$ cat src/hdl/fcs_pkg.sv
// Purpose: Shared constants for the flash checksum scanner
// Assumes: AHB-Lite register bus, 32-bit data, one register per word
// Notes:   Register offsets 0x00..0x02 are indices; byte address is index times four
package fcs_pkg;
  // Register indices and byte address shift
  localparam logic [1:0]  FCS_IDX_CTRL_A  = 2'h0;
  localparam logic [1:0]  FCS_IDX_CTRL_B  = 2'h1;
  localparam logic [1:0]  FCS_IDX_STATUS  = 2'h2;
  localparam int          FCS_ADDR_SHIFT  = 2;
  // Control A fields
  localparam int          FCS_A_RESET_BIT = 7;
  localparam int          FCS_A_FAIL_INTERRUPT_ENABLE_BIT = 1;
  localparam int          FCS_A_EN_BIT    = 0;
  // Control B fields
  localparam int          FCS_B_MODE_LSB  = 4;
  localparam int          FCS_B_SRC_LSB   = 0;
  // Status fields
  localparam int          FCS_S_PASS_BIT  = 1;
  localparam int          FCS_S_BUSY_BIT  = 0;
  // Reset values
  localparam logic [7:0]  FCS_CTRL_A_RST  = 8'h00;
  localparam logic [7:0]  FCS_CTRL_B_RST  = 8'h00;
  localparam logic        FCS_PASS_RST    = 1'b1;
  // Section select codes
  localparam logic [1:0]  FCS_SRC_FLASH   = 2'h0;
  localparam logic [1:0]  FCS_SRC_BOOT_PLUS_CODE_SECTION = 2'h1;
  localparam logic [1:0]  FCS_SRC_BOOT    = 2'h2;
  // Timing counts
  localparam logic [1:0]  FCS_START_DLY   = 2'h3;
  localparam logic [1:0]  FCS_FETCH_DIV   = 2'h3;
  // Checksum engine
  localparam logic [15:0] FCS_CRC_INIT    = 16'hFFFF;
  localparam logic [15:0] FCS_CRC_POLY    = 16'h1021;
  localparam int          FCS_PAGE_SHIFT  = 8;
  // Scanner states
  typedef enum logic [3:0] {
    FCS_IDLE  = 4'b0001,
    FCS_DELAY = 4'b0010,
    FCS_SCAN  = 4'b0100,
    FCS_DONE  = 4'b1000
  } fcs_state_t;
endpackage

$ cat src/hdl/fcs_crc16.sv
// Purpose: One-byte CCITT checksum step
// Assumes: Byte shifted in most significant bit first
// Notes:   Purely combinational
`timescale 1ns/10ps
`default_nettype none
module fcs_crc16
  import fcs_pkg::*;
(
  input  wire logic [15:0] crc_in,
  input  wire logic [7:0]  data_in,
  output logic      [15:0] crc_out
);
  // Serial shift unrolled over eight bits
  always_comb begin
    logic [15:0] c;
    c = crc_in;
    for (int i = 7; i >= 0; i--) begin
      if (c[15] ^ data_in[i]) begin
        c = {c[14:0], 1'b0} ^ FCS_CRC_POLY; // see RQ23 see RQ24
      end else begin
        c = {c[14:0], 1'b0};
      end
    end
    crc_out = c;
  end
endmodule
`default_nettype wire

$ cat src/hdl/fcs_ahb_slave.sv
// Purpose: AHB-Lite slave front end for the scanner registers
// Assumes: Single word transfers only, zero wait states
// Notes:   Write strobe is issued in the data phase with the captured index
`timescale 1ns/10ps
`default_nettype none
module fcs_ahb_slave
  import fcs_pkg::*;
(
  input  wire logic        hclk,
  input  wire logic        hresetn,
  input  wire logic        hsel,
  input  wire logic [31:0] haddr,
  input  wire logic [1:0]  htrans,
  input  wire logic        hwrite,
  input  wire logic        hready,
  input  wire logic [31:0] hwdata,
  output logic             hreadyout,
  output logic             hresp,
  output logic      [31:0] hrdata,
  input  wire logic [7:0]  rd_word [3],
  output logic             wr_stb,
  output logic      [1:0]  wr_idx,
  output logic      [7:0]  wr_data
);
  logic       pend_r, pend_nxt;
  logic [1:0] idx_r, idx_nxt;
  logic       mapped;

  // Address phase capture
  always_comb begin
    idx_nxt  = idx_r;
    pend_nxt = 1'b0;
    if (hsel && hready && htrans[1]) begin
      idx_nxt  = haddr[FCS_ADDR_SHIFT +: 2];
      pend_nxt = hwrite;
    end
  end

  always_ff @(posedge hclk or negedge hresetn) begin
    if (!hresetn) begin
      pend_r <= 1'b0;
      idx_r  <= 2'h0;
    end else begin
      pend_r <= pend_nxt;
      idx_r  <= idx_nxt;
    end
  end

  // Unmapped word reads zero, writes ignored
  assign mapped    = (idx_r != 2'h3);
  assign hreadyout = 1'b1;
  assign hresp     = 1'b0;
  assign hrdata    = mapped ? {24'h00_0000, rd_word[idx_r]} : 32'h0000_0000;
  assign wr_stb    = pend_r && mapped;
  assign wr_idx    = idx_r;
  assign wr_data   = hwdata[7:0];
endmodule
`default_nettype wire

$ cat src/hdl/fcs_scanner.sv
// Purpose: Flash checksum scanner with stall, debug and failure interrupt
// Assumes: Flash returns a 16-bit word one cycle after a fetch request
// Notes:   Words hold the lower byte address in bits 15:8 (byte zero first)
`timescale 1ns/10ps
`default_nettype none
// Contract
// RQ1: Start scanning three cycles after enable write
// RQ2: Failed boot scan holds CPU, flags show it
// RQ3: Passed boot scan releases CPU, flags set
// RQ4: Scanner owns flash, stalls CPU until done
// RQ5: Fetch one word every third cycle
// RQ6: Stored checksum occupies section's last two bytes
// RQ7: Checksum mismatch clears pass flag
// RQ8: Pass flag cleared with enable raises NMI
// RQ9: NMI request held until system reset
// RQ10: Halt during sleep, resume on wake
// RQ11: Sleep in delay defers start and interrupts
// RQ12: Debugger access disables; restart on register/disconnect
// RQ13: Busy kept while held; status read re-enables
// RQ14: Debug busy write zero aborts, one starts
// RQ15: Busy blocks section and enable changes
// RQ16: Debug pass-zero write triggers NMI, locks writes
// RQ17: Debug pass-one write sets flag when idle
// RQ18: Reset strobe clears registers next cycle
// RQ19: Strobe blocked while busy if interrupt enabled
// RQ20: Interrupt enable set only idle, sysreset clears
// RQ21: Enable sticks; rewrite restarts, zero ignored
// RQ22: Fixed bit positions in control and status
// RQ23: CCITT polynomial x16+x12+x5+1
// RQ24: Bytes from zero, most significant bit first
// RQ25: Checksum starts at all ones
// RQ26: Section codes: whole, boot+code, boot
// RQ27: Busy spans scan; pass updated at end
module fcs_scanner
  import fcs_pkg::*;
#(
  parameter int AW = 16
)(
  input  wire logic          hclk,
  input  wire logic          hresetn,
  input  wire logic          hsel,
  input  wire logic [31:0]   haddr,
  input  wire logic [1:0]    htrans,
  input  wire logic          hwrite,
  input  wire logic [2:0]    hsize,
  input  wire logic          hready,
  input  wire logic [31:0]   hwdata,
  output logic               hreadyout,
  output logic               hresp,
  output logic      [31:0]   hrdata,
  input  wire logic          boot_scan_en,
  input  wire logic [1:0]    boot_scan_section_fuse,
  input  wire logic [7:0]    boot_end_fuse,
  input  wire logic [7:0]    app_end_fuse,
  input  wire logic [AW-1:0] last_flash_address,
  input  wire logic          cpu_sleep,
  input  wire logic          dbg_mem_access,
  input  wire logic          dbg_reg_access,
  input  wire logic          dbg_disconnect,
  input  wire logic          dbg_status_read,
  input  wire logic          dbg_wr_stb,
  input  wire logic [1:0]    dbg_wr_idx,
  input  wire logic [7:0]    dbg_wr_data,
  output logic      [1:0]    dbg_status,
  output logic               flash_req,
  output logic      [AW-1:0] flash_addr,
  input  wire logic [15:0]   flash_rdata,
  output logic               cpu_stall,
  output logic               irq_hold,
  output logic               nmi_req
);
  logic [7:0]    rd_word [3];
  logic          bus_stb;
  logic [1:0]    bus_idx;
  logic [7:0]    bus_data;
  logic [15:0]   crc_a, crc_b, crc_c;

  fcs_state_t    st_r, st_nxt;
  logic          en_r, en_nxt;
  logic          fail_interrupt_enable_r, fail_interrupt_enable_nxt;
  logic [1:0]    mode_r, mode_nxt;
  logic [1:0]    src_r, src_nxt;
  logic          busy_r, busy_nxt;
  logic          pass_r, pass_nxt;
  logic          nmi_r, nmi_nxt;
  logic          clr_r, clr_nxt;
  logic          boot_r, boot_nxt;
  logic          boot_pend_r, boot_pend_nxt;
  logic          hold_r, hold_nxt;
  logic [1:0]    cnt_r, cnt_nxt;
  logic [AW-1:0] addr_r, addr_nxt;
  logic          rvalid_r, rvalid_nxt;
  logic [15:0]   crc_r, crc_nxt;
  logic [15:0]   last_r, last_nxt;
  logic          fail_hang_r, fail_hang_nxt; // Failed reset-time scan keeps the CPU off
  logic [AW-1:0] end_addr;
  logic [2:0]    sl_s1_r, sl_s2_r;
  logic          sleep_s, dbg_mem_s, dbg_rel_s;

  // Sleep and debugger access pins cross two stages first; debugger register writes go straight in
  always_ff @(posedge hclk or negedge hresetn) begin
    if (!hresetn) begin
      sl_s1_r <= 3'h0;
      sl_s2_r <= 3'h0;
    end else begin
      sl_s1_r <= {cpu_sleep, dbg_mem_access, dbg_reg_access | dbg_disconnect | dbg_status_read};
      sl_s2_r <= sl_s1_r;
    end
  end
  assign sleep_s   = sl_s2_r[2];
  assign dbg_mem_s = sl_s2_r[1];
  assign dbg_rel_s = sl_s2_r[0];

  fcs_ahb_slave u_bus (
    .hclk      (hclk),
    .hresetn   (hresetn),
    .hsel      (hsel),
    .haddr     (haddr),
    .htrans    (htrans),
    .hwrite    (hwrite),
    .hready    (hready),
    .hwdata    (hwdata),
    .hreadyout (hreadyout),
    .hresp     (hresp),
    .hrdata    (hrdata),
    .rd_word   (rd_word),
    .wr_stb    (bus_stb),
    .wr_idx    (bus_idx),
    .wr_data   (bus_data)
  );

  // Two byte steps per fetched word, upper byte holds the lower address
  fcs_crc16 u_crc_hi (
    .crc_in  (crc_r),
    .data_in (flash_rdata[15:8]),
    .crc_out (crc_a)
  );
  fcs_crc16 u_crc_lo (
    .crc_in  (crc_a),
    .data_in (flash_rdata[7:0]),
    .crc_out (crc_b)
  );
  assign crc_c = crc_b;

  // Word address of the last word of the chosen section
  always_comb begin
    case (src_r)
      FCS_SRC_BOOT:    end_addr = AW'(({8'h00, boot_end_fuse} << FCS_PAGE_SHIFT) - 16'h0002);
      FCS_SRC_BOOT_PLUS_CODE_SECTION: end_addr = AW'(({8'h00, app_end_fuse} << FCS_PAGE_SHIFT) - 16'h0002);
      default:         end_addr = last_flash_address - AW'(1); // see RQ6 see RQ26
    endcase
  end

  // Register read view
  assign rd_word[FCS_IDX_CTRL_A] = {6'h00, fail_interrupt_enable_r, en_r}; // see RQ22
  assign rd_word[FCS_IDX_CTRL_B] = {2'h0, mode_r, 2'h0, src_r};
  assign rd_word[FCS_IDX_STATUS] = {6'h00, pass_r, busy_r};
  assign dbg_status = {pass_r, busy_r};

  // Control, status and scan sequencing
  always_comb begin
    logic       wr;
    logic [1:0] wi;
    logic [7:0] wd;
    logic       dbg;
    logic       hw_fail;
    hw_fail       = 1'b0;
    st_nxt        = st_r;
    en_nxt        = en_r;
    fail_interrupt_enable_nxt     = fail_interrupt_enable_r;
    mode_nxt      = mode_r;
    src_nxt       = src_r;
    busy_nxt      = busy_r;
    pass_nxt      = pass_r;
    nmi_nxt       = nmi_r;
    clr_nxt       = 1'b0;
    boot_nxt      = boot_r;
    boot_pend_nxt = 1'b0;
    hold_nxt      = hold_r;
    cnt_nxt       = cnt_r;
    addr_nxt      = addr_r;
    rvalid_nxt    = 1'b0;
    crc_nxt       = crc_r;
    last_nxt      = last_r;
    fail_hang_nxt = fail_hang_r;
    dbg           = dbg_wr_stb;
    wr            = (dbg_wr_stb | bus_stb) & ~nmi_r; // see RQ16
    wi            = dbg_wr_stb ? dbg_wr_idx : bus_idx;
    wd            = dbg_wr_stb ? dbg_wr_data : bus_data;
    // Debugger memory access freezes; register touch or disconnect restarts
    if (dbg_mem_s) begin
      hold_nxt = 1'b1; // see RQ12 see RQ13
    end else if (hold_r && dbg_rel_s) begin
      hold_nxt = 1'b0;
      if (busy_r) begin
        st_nxt = FCS_DELAY; // see RQ12
        cnt_nxt = 2'h0;
      end
    end
    // Reset-time scan armed once after release
    if (boot_pend_r && boot_scan_en) begin
      en_nxt   = 1'b1;
      src_nxt  = boot_scan_section_fuse;
      busy_nxt = 1'b1;
      boot_nxt = 1'b1;
      st_nxt   = FCS_DELAY;
      cnt_nxt  = FCS_START_DLY - 2'h1;
    end
    // Sequencer stops while sleeping or held by the debugger
    if (!sleep_s && !hold_r) begin // see RQ10 see RQ11 see RQ13
      case (st_r)
        FCS_IDLE: begin
          cnt_nxt = 2'h0;
        end
        FCS_DELAY: begin
          if (cnt_r == FCS_START_DLY - 2'h1) begin
            st_nxt   = FCS_SCAN; // see RQ1
            cnt_nxt  = 2'h0;
            addr_nxt = '0;
            crc_nxt  = FCS_CRC_INIT; // see RQ25
          end else begin
            cnt_nxt = cnt_r + 2'h1;
          end
        end
        FCS_SCAN: begin
          rvalid_nxt = (cnt_r == 2'h0);
          cnt_nxt = (cnt_r == FCS_FETCH_DIV - 2'h1) ? 2'h0 : cnt_r + 2'h1; // see RQ5
          if (rvalid_r) begin
            if (addr_r == end_addr) begin
              last_nxt = flash_rdata;
              st_nxt   = FCS_DONE;
            end else begin
              crc_nxt  = crc_c; // see RQ24
              addr_nxt = addr_r + AW'(2);
            end
          end
        end
        FCS_DONE: begin
          busy_nxt = 1'b0; // see RQ27
          boot_nxt = 1'b0;
          st_nxt   = FCS_IDLE;
          if (crc_r == last_r) begin
            pass_nxt = 1'b1; // see RQ3
          end else begin
            pass_nxt = 1'b0; // see RQ7 see RQ2
            hw_fail  = 1'b1;
          end
          if (boot_r) begin
            fail_hang_nxt = hw_fail; // see RQ2
          end
        end
        default: st_nxt = FCS_IDLE;
      endcase
    end
    // Register writes
    if (wr) begin
      case (wi)
        FCS_IDX_CTRL_A: begin
          if (wd[FCS_A_RESET_BIT] && (!fail_interrupt_enable_r || !busy_r)) begin
            clr_nxt = 1'b1; // see RQ18 see RQ19
          end
          if (wd[FCS_A_FAIL_INTERRUPT_ENABLE_BIT] && !busy_r) begin
            fail_interrupt_enable_nxt = 1'b1; // see RQ15 see RQ20
          end
          if (wd[FCS_A_EN_BIT]) begin
            en_nxt   = 1'b1; // see RQ21
            busy_nxt = 1'b1;
            st_nxt   = FCS_DELAY;
            cnt_nxt  = 2'h0;
          end
        end
        FCS_IDX_CTRL_B: begin
          if (!busy_r) begin
            mode_nxt = wd[FCS_B_MODE_LSB +: 2]; // see RQ15
            src_nxt  = wd[FCS_B_SRC_LSB +: 2];
          end
        end
        FCS_IDX_STATUS: begin
          if (dbg) begin
            if (!wd[FCS_S_BUSY_BIT]) begin
              busy_nxt = 1'b0; // see RQ14
              st_nxt   = FCS_IDLE;
            end else if (!busy_r) begin
              busy_nxt = 1'b1; // see RQ14
              st_nxt   = FCS_DELAY;
              cnt_nxt  = 2'h0;
            end
            if (!wd[FCS_S_PASS_BIT]) begin
              pass_nxt = 1'b0; // see RQ16
            end else if (!busy_nxt && !hw_fail) begin // Hardware failure wins
              pass_nxt = 1'b1; // see RQ17
            end
          end
        end
        default: ;
      endcase
    end
    // Strobe clears the three registers a cycle later, interrupt enable survives
    if (clr_r) begin
      en_nxt   = 1'b0; // see RQ18 see RQ20
      mode_nxt = 2'h0;
      src_nxt  = 2'h0;
      busy_nxt = 1'b0;
      pass_nxt = 1'b0;
      st_nxt   = FCS_IDLE;
    end
    // Pass flag falling with interrupt enabled latches the request
    if (pass_r && !pass_nxt && fail_interrupt_enable_nxt) begin
      nmi_nxt = 1'b1; // see RQ8 see RQ9
    end
  end

  always_ff @(posedge hclk or negedge hresetn) begin
    if (!hresetn) begin
      st_r        <= FCS_IDLE;
      en_r        <= FCS_CTRL_A_RST[FCS_A_EN_BIT];
      fail_interrupt_enable_r     <= FCS_CTRL_A_RST[FCS_A_FAIL_INTERRUPT_ENABLE_BIT];
      mode_r      <= FCS_CTRL_B_RST[FCS_B_MODE_LSB +: 2];
      src_r       <= FCS_CTRL_B_RST[FCS_B_SRC_LSB +: 2];
      busy_r      <= 1'b0;
      pass_r      <= FCS_PASS_RST;
      nmi_r       <= 1'b0;
      clr_r       <= 1'b0;
      boot_r      <= 1'b0;
      boot_pend_r <= 1'b1;
      hold_r      <= 1'b0;
      cnt_r       <= 2'h0;
      addr_r      <= '0;
      rvalid_r    <= 1'b0;
      crc_r       <= FCS_CRC_INIT;
      last_r      <= 16'h0000;
      fail_hang_r <= 1'b0;
    end else begin
      st_r        <= st_nxt;
      en_r        <= en_nxt;
      fail_interrupt_enable_r     <= fail_interrupt_enable_nxt;
      mode_r      <= mode_nxt;
      src_r       <= src_nxt;
      busy_r      <= busy_nxt;
      pass_r      <= pass_nxt;
      nmi_r       <= nmi_nxt;
      clr_r       <= clr_nxt;
      boot_r      <= boot_nxt;
      boot_pend_r <= boot_pend_nxt;
      hold_r      <= hold_nxt;
      cnt_r       <= cnt_nxt;
      addr_r      <= addr_nxt;
      rvalid_r    <= rvalid_nxt;
      crc_r       <= crc_nxt;
      last_r      <= last_nxt;
      fail_hang_r <= fail_hang_nxt;
    end
  end

  // Flash port and CPU control
  assign flash_req  = (st_r == FCS_SCAN) && (cnt_r == 2'h0) && !sleep_s && !hold_r; // see RQ4
  assign flash_addr = addr_r;
  // Stall once scanning, through a reset-time scan and after its failure; other delay cycles let the CPU run
  assign cpu_stall  = (st_r == FCS_SCAN) || (st_r == FCS_DONE) || boot_r
                      || fail_hang_r; // see RQ1 see RQ2 see RQ4
  assign irq_hold   = busy_r && (st_r != FCS_IDLE); // see RQ11
  assign nmi_req    = nmi_r; // see RQ9
endmodule
`default_nettype wire

$ cat config.mk
export PLATFORM = sky130hd
export DESIGN_NAME = fcs_scanner
export DESIGN_NICKNAME = d
export VERILOG_FILES = /design/src/hdl/fcs_pkg.sv /design/src/hdl/fcs_crc16.sv /design/src/hdl/fcs_ahb_slave.sv /design/src/hdl/fcs_scanner.sv
export SDC_FILE = /design/constraint.sdc
export NUM_CORES = 1
export LEC_CHECK = 0
export ABC_AREA = 1
export ABC_CLOCK_PERIOD_IN_PS = 2780
export BUFFER_PORTS_ARGS = -buffer_cell sky130_fd_sc_hd__buf_2
export CAP_MARGIN = 30
export CORE_MARGIN = 3
export CORE_UTILIZATION = 40
export CTS_BUF_LIST = sky130_fd_sc_hd__clkbuf_4 sky130_fd_sc_hd__clkbuf_8
export DETAILED_ROUTE_END_ITERATION = 6
export PLACE_DENSITY = 0.68
export SLEW_MARGIN = 20
export SYNTH_ARGS = -nofsm -noshare
export SYNTH_HDL_FRONTEND = slang
export SYNTH_SLANG_ARGS = --single-unit
$ cat constraint.sdc
create_clock -name hclk -period 2.78 [get_ports hclk]
set_input_delay 0.556 -clock hclk [delete_from_list [all_inputs] [get_ports hclk]]
set_output_delay 0.556 -clock hclk [all_outputs]
set_load 0.05 [all_outputs]
==> impl_results.md <==
- Outcome: complete, no violations
- Slew headroom: 0.577
- Least-Margin Pin Slew: between 0.6 and 0.7 ns
- Critical path launch point type: flip-flop
- Root Driver: clkbuf_8
- Cts hold-fix bufs: 0
- # rows: 43
- Clk buf depth: 2
- Peak supply drop: 0.000496 V
- Max Fclk: ~380 MHz
- Cells on worst reg2reg path: 16
- Share of the yosys chip area belonging to registers: 0.340
- Clock Skew: ~0.012 ns
- Yosys reg bits: 77
- HP Class: in2async
- Die X: 126 um
- Total CTS buffers: 9
- Final hold viol count: 0
- Max-slew violations: 0
- # nets final: 1081
- Synth area leader: dfrtp_1
- Setup CP Type: reg2reg
- Layout cell share with drive strength beyond 1: 0.245
- Number of port buffers: 101
- Async SR Flop Fraction: 1.00
- TNS Setup: 0 ns
- Cells after Synth: 790
- Critical Path Fanout Max: 7
- PwrDens: 775 mW/mm^2
- DRC viols: 0
- First DRT Iteration DRCs: 304
- RR Endpoint: last_r[11]$_DFFE_PN0P_
- CORE AREA: about 0.014 sq mm
- Leakage: 3.50 nW
- CP Capture Type: flip-flop
- Clock Latency Late Sink: 0.36 ns
- Syn avg cell area: 7.27 sq um
- DR vias/cell: 4.92
- Req. time, crit path: 3.03 ns
- Mapped Area: 0.00574 sq mm
- Min cycle time layout: 2.63 ns
- Routed wire length: between 10000 and 15000 um
- Worst R2R Setup Slack: 0.15 ns
- Number of top-level pins: 197
- Most frequent cells in the layout: nand2_1, buf_2, nor2_1, inv_1, nand3_1
- Most common cell after layout, fill and taps aside: nand2_1
- DIE HEIGHT: 126 um
- Total power: 0.00544 W
- Area grow syn2layout: 22.2%
- Yosys cell types: 47
- Antenna violations before repair: 0
- Die Area: between 0.015 and 0.02 sq mm
- CTS sink count: 77
- Top cells by area, synth: dfrtp_1, nand2_1, dfstp_2, nand3_1, nor2_1
- Routed len/inst: 12.8 um
- Worst Path Arrival: about 2.9 ns
- Antenna Violating Nets Remaining: 0
- Via count: 5511
- Top FF cell, synth: dfrtp_1
- Placed cell area: about 0.0066 sq mm
- Tcrit/Tclk final: 0.945
- Number of global-route vias before repair: 5124
- CTS tree: built
- Reg clk slew, reported paths: 0.08 ns
- R2r startpoint: src_r[1]$_DFF_PN0_
- Largest net degree at the start of global routing: 70
- Synth warnings: 0
- GP Congestion: 0.866
- EDFF count, synth: 0
- Max Cap Viol: 0
- Pre-antenna DRT Iters: 5
- Overflow after GRT: 0
- GRT Util Overall: 0.178
- H-tree Lvls: 3
- Diodes inserted: 0
- First-pass GRT wire length: between 20000 and 25000 um
- Area fraction of the dominant cell type after synthesis: 0.253
- Initial Util: 0.411
- Design area: between 0.007 and 0.008 sq mm
- Final HPWL DP: approximately 11000 um
- Number of setup violations in the final report: 0
## final cells by class
type / instances / area (sq um)
Timing Repair Buffer: 148 / 970
Fill cell: 1421 / 6970
Inverter: 100 / 377
Tap cell: 180 / 225
Multi-Input combinational cell: 598 / 3260
Clock buffer: 12 / 159
Clock inverter: 4 / 70.1
Sequential cell: 77 / 1950
## power breakdown
| part | total [W] | internal (W) | switching (W) |
|---|---|---|---|
| Sequential | 0.00161 | 0.00140 | 0.000216 |
| Combinational | 0.00285 | 0.00117 | 0.00168 |
| Clock | 0.000977 | 0.000562 | 0.000415 |
## routing by layer
layer	wire length, um	global-route usage	share of wire	vias to the layer above
met3	726	0.0195	0.051	20
met4	259	0.0656	0.018	0
met5	0	0	0	-
met1	6630	0.242	0.46	2531
li1	-	-	-	2814
met2	6740	0.294	0.47	146
## cells in the mapped netlist, drive strengths merged (3+ instances only)
cell type	count
ha	6
a41oi	8
buf	41
or2	10
nor3	10
dfrtp	58
nor4	6
mux2	15
dfstp	19
xnor2	34
o21ai	31
o22ai	3
nand2	161
a31oi	10
nor2	105
xor2	21
nand4	21
clkbuf	6
inv	98
a21oi	20
o221ai	3
o21bai	4
nand3	80
## sequential cells by signal (all words and copies together) (netlist names), 2 cells and up
signal        flops
src_r             2
u_bus.wr_idx      2
mode_r            2
flash_addr       15
crc_r            16
sl_s1_r           3
st_r              4
cnt_r             2
sl_s2_r           3
last_r           16
## kinds of logic (layout without fill, tap and decap cells)
| kind of cell | count (synthesis) | after routing | synth area share |
|---|---|---|---|
| other cells | 2 | 32 | 0.00131 |
| xor+xnor | 55 | 55 | 0.0839 |
| simple gates | 399 | 399 | 0.312 |
| fa+ha+maj | 6 | 6 | 0.0131 |
| flops | 77 | 77 | 0.340 |
| mux | 15 | 15 | 0.0333 |
| buf+inv | 147 | 264 | 0.121 |
| compound gates | 89 | 91 | 0.0954 |
## critical path: stages, from the launching register on
cell and delay [ns]:
dfrtp_2 0.44, ha_4 0.30, buf_12 0.11, nand3_1 0.07, nand2_1 0.06, nand2_1 0.04
nor2_1 0.10, nand3_1 0.09, nor2_1 0.08, nand2_1 0.07, nor2_2 0.13, nand3_2 0.10
nor2_4 0.17, buf_6 0.12, nand4_4 0.12, clkbuf_16 0.21, mux2_4 0.29
## worst max-delay path by stage
stage                                     start                    endpoint  cells after the start
after floorplan           last_flash_address[0]      last_r[10]$_DFFE_PN0P_                     15
after global placement    last_flash_address[0]  flash_addr[13]$_DFFE_PN0P_                     19
after detailed placement  last_flash_address[0]  flash_addr[13]$_DFFE_PN0P_                     19
after CTS                    src_r[0]$_DFF_PN0_           st_r[3]$_DFF_PN0_                     20
after global routing         src_r[0]$_DFF_PN0_      last_r[11]$_DFFE_PN0P_                     17
final                        src_r[1]$_DFF_PN0_      last_r[11]$_DFFE_PN0P_                     16
## metrics by stage
step	cells	setup WS, ns	utilization	hold WS, ns
floorplan	820	0.233	-	0.260
global placement	1087	-0.177	0.469	0.333
detailed placement	1087	-0.236	0.469	0.335
CTS	1104	-0.0355	0.486	0.283
global route	1119	-0.00898	0.502	0.120
finish	1119	0.153	0.502	0.105
## repair_timing
action | in CTS | in global routing
pin swaps | 1 | 7
cloned | 1 | 4
resized for setup | 1 | 9
setup buffers | 0 | 10
hold endpoints to repair | 0 | 0
endpoints found under the setup margin | 24 | 46
Note: power is estimated with default switching activity, not from simulation.
